## src/link_power_pkg.sv

```systemverilog
// Shared constants, encodings and carriers for the link, mode and power block.
package link_power_pkg;

  // ---------------------------------------------------------------------
  // Register offsets on the control port
  // ---------------------------------------------------------------------
  localparam logic [11:0] ADDR_POWER_TRIM_ONE = 12'h0037;
  localparam logic [11:0] ADDR_SOFT_CAL_TRIGGER = 12'h006c;
  localparam logic [11:0] ADDR_POWER_TRIM_TWO = 12'h029a;
  localparam logic [11:0] ADDR_POWER_TRIM_THREE = 12'h029b;
  localparam logic [11:0] ADDR_POWER_TRIM_FOUR = 12'h029c;
  localparam logic [11:0] ADDR_CAL_ENABLE = 12'h0061;
  localparam logic [11:0] ADDR_CAL_MODE = 12'h0062;
  localparam logic [11:0] ADDR_LOW_POWER_TRIGGER_CONTROL_CTRL = 12'h006b;
  localparam logic [11:0] ADDR_LINK_ENABLE = 12'h0200;
  localparam logic [11:0] ADDR_LINK_MODE = 12'h0201;
  localparam logic [11:0] ADDR_KM1 = 12'h0202;
  localparam logic [11:0] ADDR_ALARM_STATUS = 12'h02c0;

  // ---------------------------------------------------------------------
  // Reset values; the power trims default to high performance
  // ---------------------------------------------------------------------
  localparam logic [7:0] RST_POWER_TRIM_ONE = 8'h4b;
  localparam logic [7:0] RST_POWER_TRIM_TWO = 8'h0f;
  localparam logic [7:0] RST_POWER_TRIM_THREE = 8'h04;
  localparam logic [7:0] RST_POWER_TRIM_FOUR = 8'h1b;
  localparam logic [7:0] RST_KM1 = 8'h1f;
  localparam logic [7:0] GLITCH_HP_TRIM = 8'h04;

  // ---------------------------------------------------------------------
  // Calibration modes and timing counts in sample clocks
  // ---------------------------------------------------------------------
  localparam logic [1:0] CAL_MODE_FOREGROUND = 2'h0;
  localparam logic [1:0] CAL_MODE_BACKGROUND = 2'h1;
  localparam logic [1:0] CAL_MODE_LP_BACKGROUND = 2'h2;
  localparam int TRIG_DELAY_MIN_CYC = 500;
  localparam int TRIG_DELAY_MAX_CYC = 1000;
  localparam logic [11:0] TRIG_DELAY_CYC = 12'h02ee;
  localparam logic [11:0] SWAP_PERIOD_CYC = 12'h0fa0;
  localparam int LANES = 8;

  // Trigger sequencer states.
  typedef enum logic [1:0] {
    TRG_IDLE = 2'b01,
    TRG_WAIT = 2'b10
  } trig_state_e;

  // Link parameters derived from the mode selector.
  typedef struct packed {
    logic [3:0] lanes;
    logic [3:0] converters;
    logic [3:0] octets;
    logic [3:0] samples;
    logic [3:0] resolution;
    logic [5:0] bits_per_clk_x2;
    logic enc_64b66b;
    logic [8:0] frames_k;
    logic [1:0] mblk_e;
  } link_params_s;

  // Power trim settings handed to the analog core.
  typedef struct packed {
    logic [7:0] one;
    logic [7:0] two;
    logic [7:0] three;
    logic [7:0] four;
  } power_trim_s;

endpackage : link_power_pkg

```

## src/link_mode_power.sv

```systemverilog
// Link configuration, FIFO lane alarms, power trims and calibration trigger.
// How it works
// - Pointer upset while link enabled sets only that lane's alarm.
// - Link enable low then high reinitializes FIFO.
// - Reset leaves high performance trim values.
// - Trim three trades power against glitch size.
// - Trigger gives core transition 500-1000 clocks later.
// - Foreground calibration never makes core transitions.
// - Mode selector derives lanes, converters, octets, samples, resolution and ratio.
// - Lane rate and PLL factor from ratio.
// - Frame count from register, 8b/10b only.
// - Extended multiblock count fixed one in 64b/66b.
// - Parameters go in alignment sequence, 8b/10b.
// - Disabled link held reset, powered down, gated.
// - Alarm bits hold until host writes one.
module link_mode_power
  import link_power_pkg::*;
(
  input wire logic clk,
  input wire logic reset_n,
  input wire logic reg_wr,
  input wire logic reg_rd,
  input wire logic [11:0] reg_addr,
  input wire logic [7:0] reg_wdata,
  output logic [7:0] reg_rdata,
  input wire logic calibration_trigger_pin,
  input wire logic [LANES-1:0] lane_ptr_upset,
  output logic [LANES-1:0] lane_fifo_alarm,
  output logic fifo_reinit,
  output logic link_reset,
  output logic serdes_power_down,
  output logic link_clock_en,
  output logic ilas_enable,
  output logic [5:0] serdes_pll_mult_x2,
  output link_params_s link_params,
  output power_trim_s power_trim,
  output logic glitch_matches_hp,
  output logic core_transition
);

  // ---------------------------------------------------------------------
  // Mode decoding
  // ---------------------------------------------------------------------

  // Selectors beyond the table fall back to mode zero so the link never
  // starts with an undefined format.
  function automatic link_params_s derive_link(input logic [7:0] mode,
                                               input logic [7:0] km1);
    link_params_s p;
    p = '0;
    unique case (mode)
      8'h01: begin
        p.lanes = 4'h6; p.converters = 4'h4; p.octets = 4'h2;
        p.samples = 4'h2; p.resolution = 4'hc; p.bits_per_clk_x2 = 6'h14;
      end
      8'h02: begin
        p.lanes = 4'h4; p.converters = 4'h4; p.octets = 4'h1;
        p.samples = 4'h1; p.resolution = 4'h8; p.bits_per_clk_x2 = 6'h14;
      end
      8'h03: begin
        p.lanes = 4'h4; p.converters = 4'h4; p.octets = 4'h5;
        p.samples = 4'h4; p.resolution = 4'ha; p.bits_per_clk_x2 = 6'h19;
      end
      default: begin
        p.lanes = 4'h8; p.converters = 4'h8; p.octets = 4'h8;
        p.samples = 4'h5; p.resolution = 4'hc; p.bits_per_clk_x2 = 6'h10;
      end
    endcase
    p.enc_64b66b = 1'b0;
    // The frame count only matters to 8b/10b framing.
    if (p.enc_64b66b) begin
      p.frames_k = 9'h000;
      p.mblk_e = 2'h1;
    end else begin
      p.frames_k = {1'b0, km1} + 9'h001;
      p.mblk_e = 2'h0;
    end
    return p;
  endfunction : derive_link

  // Decodes a register write strobe at one address.
  function automatic logic hit(input logic [11:0] addr);
    return reg_wr && (reg_addr == addr);
  endfunction : hit

  // ---------------------------------------------------------------------
  // Register file
  // ---------------------------------------------------------------------
  power_trim_s trim_q, trim_d;
  logic cal_enable_q, cal_enable_d;
  logic [1:0] cal_mode_q, cal_mode_d;
  logic low_power_trigger_control_ctrl_q, low_power_trigger_control_ctrl_d;
  logic link_enable_q, link_enable_d;
  logic [7:0] link_mode_q, link_mode_d;
  logic [7:0] km1_q, km1_d;
  logic [LANES-1:0] alarm_q, alarm_d;
  logic [7:0] rdata_q, rdata_d;
  logic soft_trig;

  // Writes store configuration; the alarm register clears on ones and a new
  // upset in the same cycle wins over the clear.
  always_comb begin
    trim_d = trim_q;
    cal_enable_d = cal_enable_q;
    cal_mode_d = cal_mode_q;
    low_power_trigger_control_ctrl_d = low_power_trigger_control_ctrl_q;
    link_enable_d = link_enable_q;
    link_mode_d = link_mode_q;
    km1_d = km1_q;
    if (hit(ADDR_POWER_TRIM_ONE)) trim_d.one = reg_wdata;
    if (hit(ADDR_POWER_TRIM_TWO)) trim_d.two = reg_wdata;
    if (hit(ADDR_POWER_TRIM_THREE)) trim_d.three = reg_wdata;
    if (hit(ADDR_POWER_TRIM_FOUR)) trim_d.four = reg_wdata;
    if (hit(ADDR_CAL_ENABLE)) cal_enable_d = reg_wdata[0];
    if (hit(ADDR_CAL_MODE)) cal_mode_d = reg_wdata[1:0];
    if (hit(ADDR_LOW_POWER_TRIGGER_CONTROL_CTRL)) low_power_trigger_control_ctrl_d = reg_wdata[0];
    if (hit(ADDR_LINK_ENABLE)) link_enable_d = reg_wdata[0];
    if (hit(ADDR_LINK_MODE)) link_mode_d = reg_wdata;
    if (hit(ADDR_KM1)) km1_d = reg_wdata;
    alarm_d = alarm_q;
    if (hit(ADDR_ALARM_STATUS)) alarm_d = alarm_q & ~reg_wdata;
    // Upsets are only meaningful while the FIFO is running.
    alarm_d = alarm_d | (lane_ptr_upset & {LANES{link_enable_q}});
    soft_trig = hit(ADDR_SOFT_CAL_TRIGGER);
  end

  // Read data is registered; unmapped addresses and the trigger read zero.
  always_comb begin
    rdata_d = rdata_q;
    if (reg_rd) begin
      unique case (reg_addr)
        ADDR_POWER_TRIM_ONE: rdata_d = trim_q.one;
        ADDR_POWER_TRIM_TWO: rdata_d = trim_q.two;
        ADDR_POWER_TRIM_THREE: rdata_d = trim_q.three;
        ADDR_POWER_TRIM_FOUR: rdata_d = trim_q.four;
        ADDR_CAL_ENABLE: rdata_d = {7'h00, cal_enable_q};
        ADDR_CAL_MODE: rdata_d = {6'h00, cal_mode_q};
        ADDR_LOW_POWER_TRIGGER_CONTROL_CTRL: rdata_d = {7'h00, low_power_trigger_control_ctrl_q};
        ADDR_LINK_ENABLE: rdata_d = {7'h00, link_enable_q};
        ADDR_LINK_MODE: rdata_d = link_mode_q;
        ADDR_KM1: rdata_d = km1_q;
        ADDR_ALARM_STATUS: rdata_d = alarm_q;
        default: rdata_d = 8'h00;
      endcase
    end
  end

  // Registers wake in high performance mode with the link disabled.
  always_ff @(posedge clk or negedge reset_n) begin
    if (!reset_n) begin
      trim_q <= {RST_POWER_TRIM_ONE, RST_POWER_TRIM_TWO,
                 RST_POWER_TRIM_THREE, RST_POWER_TRIM_FOUR};
      cal_enable_q <= 1'b0;
      cal_mode_q <= CAL_MODE_FOREGROUND;
      low_power_trigger_control_ctrl_q <= 1'b0;
      link_enable_q <= 1'b0;
      link_mode_q <= 8'h00;
      km1_q <= RST_KM1;
      alarm_q <= '0;
      rdata_q <= 8'h00;
    end else begin
      trim_q <= trim_d;
      cal_enable_q <= cal_enable_d;
      cal_mode_q <= cal_mode_d;
      low_power_trigger_control_ctrl_q <= low_power_trigger_control_ctrl_d;
      link_enable_q <= link_enable_d;
      link_mode_q <= link_mode_d;
      km1_q <= km1_d;
      alarm_q <= alarm_d;
      rdata_q <= rdata_d;
    end
  end

  // ---------------------------------------------------------------------
  // Link control and derived parameters
  // ---------------------------------------------------------------------
  link_params_s params_q, params_d;
  logic en_dly_q, en_dly_d;
  logic reinit_q, reinit_d;

  // A fresh enable edge restarts the FIFO pointers; parameters are
  // re-derived every cycle, which is why the host must disable first.
  always_comb begin
    params_d = derive_link(link_mode_q, km1_q);
    en_dly_d = link_enable_q;
    reinit_d = link_enable_q && !en_dly_q;
  end

  always_ff @(posedge clk or negedge reset_n) begin
    if (!reset_n) begin
      params_q <= '0;
      en_dly_q <= 1'b0;
      reinit_q <= 1'b0;
    end else begin
      params_q <= params_d;
      en_dly_q <= en_dly_d;
      reinit_q <= reinit_d;
    end
  end

  // While disabled the link logic sits in reset, unpowered and unclocked.
  assign link_reset = !link_enable_q;
  assign serdes_power_down = !link_enable_q;
  assign link_clock_en = link_enable_q;
  assign fifo_reinit = reinit_q;
  assign ilas_enable = link_enable_q && !params_q.enc_64b66b;
  assign serdes_pll_mult_x2 = params_q.bits_per_clk_x2;
  assign link_params = params_q;
  assign lane_fifo_alarm = alarm_q;
  assign power_trim = trim_q;
  assign reg_rdata = rdata_q;
  assign glitch_matches_hp = (trim_q.three >= GLITCH_HP_TRIM);

  // ---------------------------------------------------------------------
  // Calibration trigger and core transition timing
  // ---------------------------------------------------------------------
  logic [2:0] pin_sync_q, pin_sync_d;
  logic pin_level_q, pin_level_d;
  trig_state_e trg_state_q, trg_state_d;
  logic [11:0] trg_cnt_q, trg_cnt_d;
  logic swap_q, swap_d;
  logic bg_active, trig_mode, trig_event;

  // The pin passes three flops and counts as changed once the last two
  // agree, so a single metastable sample cannot fire a trigger.
  always_comb begin
    pin_sync_d = {pin_sync_q[1:0], calibration_trigger_pin};
    pin_level_d = pin_level_q;
    if (pin_sync_q[1] == pin_sync_q[2]) pin_level_d = pin_sync_q[2];
    bg_active = cal_enable_q && (cal_mode_q != CAL_MODE_FOREGROUND);
    trig_mode = cal_enable_q && low_power_trigger_control_ctrl_q &&
                (cal_mode_q == CAL_MODE_LP_BACKGROUND);
    trig_event = soft_trig || (pin_level_d && !pin_level_q);
    trg_state_d = trg_state_q;
    trg_cnt_d = trg_cnt_q;
    swap_d = 1'b0;
    unique case (trg_state_q)
      TRG_IDLE: begin
        if (trig_mode) begin
          trg_cnt_d = 12'h000;
          // Triggers arriving during a wait are dropped, not queued.
          if (trig_event) trg_state_d = TRG_WAIT;
        end else if (bg_active) begin
          // Free running swaps when the host does not time them.
          trg_cnt_d = trg_cnt_q + 12'h001;
          if (trg_cnt_q == SWAP_PERIOD_CYC - 12'h001) begin
            trg_cnt_d = 12'h000;
            swap_d = 1'b1;
          end
        end else begin
          trg_cnt_d = 12'h000;
        end
      end
      TRG_WAIT: begin
        trg_cnt_d = trg_cnt_q + 12'h001;
        if (!bg_active) begin
          trg_state_d = TRG_IDLE;
          trg_cnt_d = 12'h000;
        end else if (trg_cnt_q == TRIG_DELAY_CYC - 12'h001) begin
          swap_d = 1'b1;
          trg_state_d = TRG_IDLE;
          trg_cnt_d = 12'h000;
        end
      end
      default: begin
        trg_state_d = TRG_IDLE;
        trg_cnt_d = 12'h000;
      end
    endcase
  end

  always_ff @(posedge clk or negedge reset_n) begin
    if (!reset_n) begin
      pin_sync_q <= 3'h0;
      pin_level_q <= 1'b0;
      trg_state_q <= TRG_IDLE;
      trg_cnt_q <= 12'h000;
      swap_q <= 1'b0;
    end else begin
      pin_sync_q <= pin_sync_d;
      pin_level_q <= pin_level_d;
      trg_state_q <= trg_state_d;
      trg_cnt_q <= trg_cnt_d;
      swap_q <= swap_d;
    end
  end

  assign core_transition = swap_q;

  // ---------------------------------------------------------------------
  // Checks
  // ---------------------------------------------------------------------
  logic [11:0] since_trig_q, since_trig_d;

  // Helper count of clocks since an accepted trigger, saturating, so the
  // long quiet stretch is checked without unrolling a huge repetition.
  always_comb begin
    since_trig_d = since_trig_q;
    if (since_trig_q != 12'hfff) since_trig_d = since_trig_q + 12'h001;
    if (trg_state_q == TRG_IDLE && trig_mode && trig_event) begin
      since_trig_d = 12'h000;
    end
  end

  always_ff @(posedge clk or negedge reset_n) begin
    if (!reset_n) begin
      since_trig_q <= 12'hfff;
    end else begin
      since_trig_q <= since_trig_d;
    end
  end

  chk_trigger_not_early: assert property (@(posedge clk) disable iff (!reset_n)
    (core_transition && $past(trg_state_q) == TRG_WAIT) |->
    (since_trig_q >= 12'h01f4 && since_trig_q <= 12'h03e8))
    else $error("Core transition before 500 or after 1000 clocks.");

  chk_alarm_set_lane: assert property (@(posedge clk) disable iff (!reset_n)
    link_enable_q |=> ((alarm_q & $past(lane_ptr_upset)) ==
                       $past(lane_ptr_upset)))
    else $error("Lane upset did not set its alarm bit.");

  chk_alarm_sticky_hold: assert property (@(posedge clk) disable iff (!reset_n)
    !hit(ADDR_ALARM_STATUS) |=> ((alarm_q & $past(alarm_q)) == $past(alarm_q)))
    else $error("Alarm bit dropped without a clearing write.");

  chk_fifo_reinit_edge: assert property (@(posedge clk) disable iff (!reset_n)
    $rose(link_enable_q) |=> fifo_reinit ##1 !fifo_reinit)
    else $error("FIFO reinit missing after link re-enable.");

  chk_disabled_link_off: assert property (@(posedge clk) disable iff (!reset_n)
    !link_enable_q |-> (link_reset && serdes_power_down && !link_clock_en))
    else $error("Disabled link not held in reset and powered down.");

  chk_trigger_delay_window: assert property (@(posedge clk) disable iff (!reset_n)
    (trg_state_q == TRG_IDLE && trig_mode && trig_event) ##1
    (bg_active && trig_mode) [*8] |->
    ##[492:992] core_transition)
    else $error("Core transition outside the 500 to 1000 clock window.");

  chk_foreground_no_swap: assert property (@(posedge clk) disable iff (!reset_n)
    (!cal_enable_q || cal_mode_q == CAL_MODE_FOREGROUND) [*2] |->
    !core_transition)
    else $error("Core transition while in foreground calibration.");

  chk_frames_from_km1: assert property (@(posedge clk) disable iff (!reset_n)
    $stable(km1_q) && !params_q.enc_64b66b |=>
    params_q.frames_k == {1'b0, $past(km1_q)} + 9'h001)
    else $error("Frame count does not follow the minus-one register.");

  chk_mblk_e_fixed: assert property (@(posedge clk) disable iff (!reset_n)
    params_q.enc_64b66b |-> (params_q.mblk_e == 2'h1))
    else $error("Extended multiblock count is not one in 64b/66b mode.");

  chk_pll_follows_ratio: assert property (@(posedge clk) disable iff (!reset_n)
    $changed(link_mode_q) |-> ##2 (serdes_pll_mult_x2 ==
                                   link_params.bits_per_clk_x2))
    else $error("Serializer PLL factor differs from the lane ratio.");

  chk_ilas_8b10b_only: assert property (@(posedge clk) disable iff (!reset_n)
    ilas_enable |-> (!params_q.enc_64b66b && link_enable_q))
    else $error("Alignment sequence enabled outside 8b/10b mode.");

  chk_glitch_trim_flag: assert property (@(posedge clk) disable iff (!reset_n)
    hit(ADDR_POWER_TRIM_THREE) |=>
    (glitch_matches_hp == ($past(reg_wdata) >= GLITCH_HP_TRIM)))
    else $error("Glitch flag does not follow trim three.");

endmodule : link_mode_power

```

## config.mk

```make
export PLATFORM = sky130hd
export DESIGN_NAME = link_mode_power
export DESIGN_NICKNAME = d
export VERILOG_FILES = /design/src/link_power_pkg.sv /design/src/link_mode_power.sv
export SDC_FILE = /design/constraint.sdc
export NUM_CORES = 1
export LEC_CHECK = 0
export ABC_AREA = 0
export ABC_CLOCK_PERIOD_IN_PS = 1700
export BUFFER_PORTS_ARGS = -buffer_cell sky130_fd_sc_hd__buf_2
export CORE_MARGIN = 1
export CORE_UTILIZATION = 30
export CTS_CLUSTER_DIAMETER = 40
export DETAILED_ROUTE_END_ITERATION = 8
export PLACE_DENSITY_LB_ADDON = 0.25
export SYNTH_ARGS = -nofsm -noshare
export SYNTH_HDL_FRONTEND = slang
export SYNTH_SLANG_ARGS = --single-unit
```

## constraint.sdc

```tcl
create_clock -name clk -period 1.7 [get_ports clk]
set_input_delay 0.255 -clock clk [delete_from_list [all_inputs] [get_ports clk]]
set_output_delay 0.255 -clock clk [all_outputs]
set_load 0.02 [all_outputs]
```

* After elaboration in Yosys (flattened, before gate mapping) *
Cells that the tools add are included.
Widths: inputs -> output; s select.

operators by class
  add/sub/neg operators = 2
  $lt $le $gt $ge = 1
  equal/unequal tests = 24
  mux-type cells = 21
  bitwise operators = 4
  reduce and logical (&&, ||, !) cells = 23

operator list
  cell                   number
  $eq 12x10->1 const B   8
  $pmux 8 s11            1
  $pmux 26 s3            1
  $mux 12                5
  $eq 12x7->1 const B    4
  $pmux 12 s2            1
  $logic_and 1x1->1      17
  $and 8x8->8            2
  $eq 8x2->1 const B     2
  $add 12x1->12 const B  1
  $eq 12x12->1 const B   1
  $eq 12x6->1 const B    1
  $add 8x1->9 const B    1
  $eq 8x1->1 const B     1
  $ge 8x3->1 const B     1
  $mux 2                 4
  $mux 8                 1
  $not 8->8              1
  $or 8x8->8             1
  $mux 1                 6
  $eq 2x2->1 const B     2
  $ne 2x2->1 const B     2
  $pmux 2 s2             1
  $logic_not 1->1        3
  other kinds (7)        7

word-level totals
  register bits after elaboration = 125
  input bits = 33
  output and inout port bits = 99

* Logic depth before layout (Yosys ltp) *
  word-level depth = 7
  depth in mapped cells = 8
  gate-level depth less buffers = 7

* Worst setup path after synthesis *
Ideal clock, no wire load.

  path kind = input-to-reg
  start point = in reg_addr[1]
  end point = reg rdata_q[1] (netlist: reg_rdata[1])
  setup time = 0.151 ns
  data arrival time = 1.569 ns
  required time = 1.549 ns
  path slack = -0.020 ns
  stages on the path = 6
  path buffers = 2
  path through = buf_4 and4b_1 and4_1 buf_2 o41ai_4 a22oi_1

between the ends
  cells in the longest elaborated chain, start to end = 2
  elaborated cells on any way between the ends = 12
  classes of those cells = eq/ne (11); mux (1)

ends and longest elaborated chain
  element                               line                    text
  start, declared                       link_mode_power.sv:23   input wire logic [11:0] reg_addr,
  $eq 12x10->1 (tied with other cells)  link_mode_power.sv:131  unique case (reg_addr)
  $pmux 8 s11 *                         link_mode_power.sv:131
  end signal, assigned                  link_mode_power.sv:170  rdata_q <= rdata_d;
  end, declared                         link_mode_power.sv:97   logic [7:0] rdata_q, rdata_d;

Every way passes the cells marked *; elsewhere a longest branch is shown, timed or not.
A chain may end at the register's enable or synchronous reset.

* Final worst setup path *
  start point = reg link_mode_q[7]
  end point = reg params_q, in the netlist link_params[33]

between the ends
  cells in the longest elaborated chain, start to end = 2
  elaborated cells on any way between the ends = 4
  classes of those cells = eq/ne (3); mux (1)

ends and longest elaborated chain
  element                                   line                    text
  start, declared                           link_mode_power.sv:94   logic [7:0] link_mode_q, link_mode_d;
  start signal, assigned                    link_mode_power.sv:167  link_mode_q <= link_mode_d;
  $eq 8x2->1 or $eq 8x1->1 (tied branches)  link_mode_power.sv:51   unique case (mode)
  $pmux 26 s3 *                             link_mode_power.sv:51
  end signal, assigned                      link_mode_power.sv:195  params_q <= params_d;
  end, declared                             link_mode_power.sv:177  link_params_s params_q, params_d;

Marked as above.

==> metrics <==
GP Congestion 0.854; Max Slew Vio Count 0; max-capacitance violation count 0; Critical Path RT 1950 ps; CP endpoint kind flop; largest net degree at the start of global routing 34; total power 5.10 mW; worst path bufs/invs 2; I/O Buffers 119; Top delay family on crit path simple AND/OR/NAND/NOR gates; DR pass1 iterations 4; Max FO, Critical Path 4; min Tclk post-route 1640 ps; Avg WL per Cell 17.3 um; most common cell after layout, fill and taps aside buf_2; Final Skew 7.85 ps; async set or reset register ratio after synthesis 100%; register bit total from synthesis 109; power density cells 729 nW/um^2; Ant. Diodes 0; Clock Latency Late Sink 360 ps; worst path cell trace or4_4, nor3_4, buf_6, nand2_2, o21ai_2, inv_1; critical path startpoint category flop; Mapped Area 5450 sq um; R2R Path Start link_mode_q[7]; fmax 611 MHz; initial drt markers 169; core area 17500 sq um; final hold vios 0; Hold Crit Class input pin to flop; cells after synthesis 467; max incr delay on CP 550 ps; r2r worst-path depth 6; IO Count 132; first-pass GRT wire length 23600 um; Worst path depth 6; CTS tree built; die height 137 um; measured slew at the worst slew-check pin 504 ps; Worst Setup SP link_mode_q[7]; vias per cell 4.86; ANT nets after route 0; Sum Neg Setup Slack 0 ps; drt drc 0; number of global-route vias before repair 4201; gr usage total 17.0%; vias 4199; post-synthesis sequential area ratio 50.5%; post-route insts no fill 864; CTS Root Cell clkbuf_16; post-DP HPWL 11800 um; nets 672; gr ovfl total 0; Tcrit/Tclk final 96.3%; Final setup viols 0; Initial Utilization 31.1%; H-Tree Depth 3; CP arrival 1890 ps; synthesis-to-layout area growth 28.4%; mean post-synth cell area 11.7 sq um; Crit-path slowest cell or4_4; Hold Crit Start lane_ptr_upset[4]; Clock Pin Slew Worst Setup and Hold Paths 70 ps; status finished clean; Post-synth EDFFs 0; relative slew slack 65.5%; Leak 3.46 nW; post-synth cell types 59; layout cell share with drive strength beyond 1 47.1%; WS Path Type flop to flop; chip width 137 um; Hold Path Stages 2; Synth Flop Type dfrtp_1; commonest non-fill, non-tap cells in the layout 118 x buf_2, 90 x dfrtp_1, 65 x buf_4; die area 18700 sq um; Ys Warns 0; Final Routed Wirelength 15000 um; Fillers 1757; Multi-input gate area 2400 sq um; Register Area 2750 sq um; Num CTS Buffers 9; clk buf depth 2; placed cell count 842; initial antenna violation count 0; Max VDD drop 489 uV; clock sink count 109; Row Count 48
==> layout make-up <==
cell class,instances,share of cell area [%]
Tap cell,225,4.03
Clock buffer,9,3.22
Inverter,20,1.07
Timing Repair Buffer,190,17.0
Clock inverter,7,0.913
Sequential cell,109,39.4
Multi-Input combinational cell,304,34.4
==> registers in the layout (all words and copies together) (netlist names) <==
register and cells:
pin_sync_q 3, reg_rdata 8, low_power_trigger_control_ctrl_q 1, link_clock_en 1
km1_q 8, cal_mode_q 2, trg_cnt_q 12, core_transition 1
power_trim 32, lane_fifo_alarm 8, fifo_reinit 1, pin_level_q 1
link_params 17, cal_enable_q 1, trg_state_q 2, link_mode_q 8
en_dly_q 1, serdes_pll_mult_x2 2
==> per-stage QoR <==
step | worst slack, ps | hold slack, ps | utilization (%) | cell area, sq um
finish | 62.1 | 121 | 39.9 | 6990
global route | -23.6 | 123 | 39.9 | 6990
CTS | 21.8 | 112 | 39.4 | 6910
detailed placement | -330 | 244 | 37.6 | 6590
global placement | -240 | 245 | 37.6 | 6590
floorplan | -3.62 | -40.6 | - | 5490
==> path summary, 6_finish.rpt <==
| path | to | slack [ps] |
|---|---|---|
| max | link_params[33] | 60 |
| min | lane_fifo_alarm[4] | 120 |
| max reg2reg | link_params[33] | 60 |
| min reg2reg | pin_sync_q[1] | 350 |
| max in group asynchronous | power_trim[25] | 700 |
| min in group asynchronous | power_trim[13] | 390 |
==> power by group <==
part	switching, mW	internal (mW)
Combinational	0.253	0.142
Sequential	0.0225	2.62
Clock	1.03	1.03
Total	1.30	3.79
==> logic make-up (layout without fill, tap and decap cells) <==
kind of cell / count (synthesis) / in the layout / share of synthesized area [%]
and+or+nand+nor: 149 / 149 / 16.3
DFF: 109 / 109 / 50.5
AOI/OAI and AO/OA: 65 / 65 / 9.49
buffers and inverters: 65 / 226 / 7.17
muxes: 54 / 54 / 12.3
xor gates and xnor gates: 17 / 17 / 2.73
adders and majority gates: 6 / 6 / 1.33
other: 2 / 13 / 0.138
==> per-layer routing <==
| metal | global-route usage [%] | vias to the layer above | share of wire [%] |
|---|---|---|---|
| met1 | 23.9 | 2070 | 48 |
| met4 | 6.91 | 0 | 1.8 |
| met2 | 26.3 | 123 | 46 |
| met3 | 2.30 | 19 | 4.4 |
| met5 | 0 | - | 0 |
| li1 | - | 1987 | - |
==> cells in the mapped netlist (4+ instances only) <==
cell type	n	area, sq um
nor4b_1	4	35.0
nor2_1	25	93.8
a31oi_1	4	25.0
mux2_2	38	428
nand2_1	31	116
xor2_1	9	78.8
dfrtp_1	90	2250
mux2_4	16	240
and3_1	8	50.1
nand4_1	7	43.8
buf_4	30	225
ha_1	5	62.6
buf_6	4	45.0
nor2b_1	8	50.1
o22ai_1	10	62.6
and2_1	6	37.5
a32o_1	7	70.1
dfstp_2	19	499
a22oi_1	8	60.1
a21oi_1	5	25.0
nor3_1	6	30.0
nand3_1	19	95.1
xnor2_1	8	70.1
a22o_1	10	87.6
clkbuf_1	8	30.0
and4b_1	5	50.1
a2111oi_0	7	61.3
inv_1	20	75.1
==> worst reg2reg max path, delay by kind of cell, from the launching register on <==
family,cells,cell delay (ps)
compound gates,1,150
buf+inv,2,180
flops,1,380
simple gates,3,820
==> timing repair <==
action,CTS,global route
hold buffers,2,0
setup buffers,0,4
endpoints found under the setup margin,2,15
resized for setup,2,14
pin swaps,0,4
cloned,0,0
hold endpoints to repair,24,0
Power figures use the tool's default switching activity.
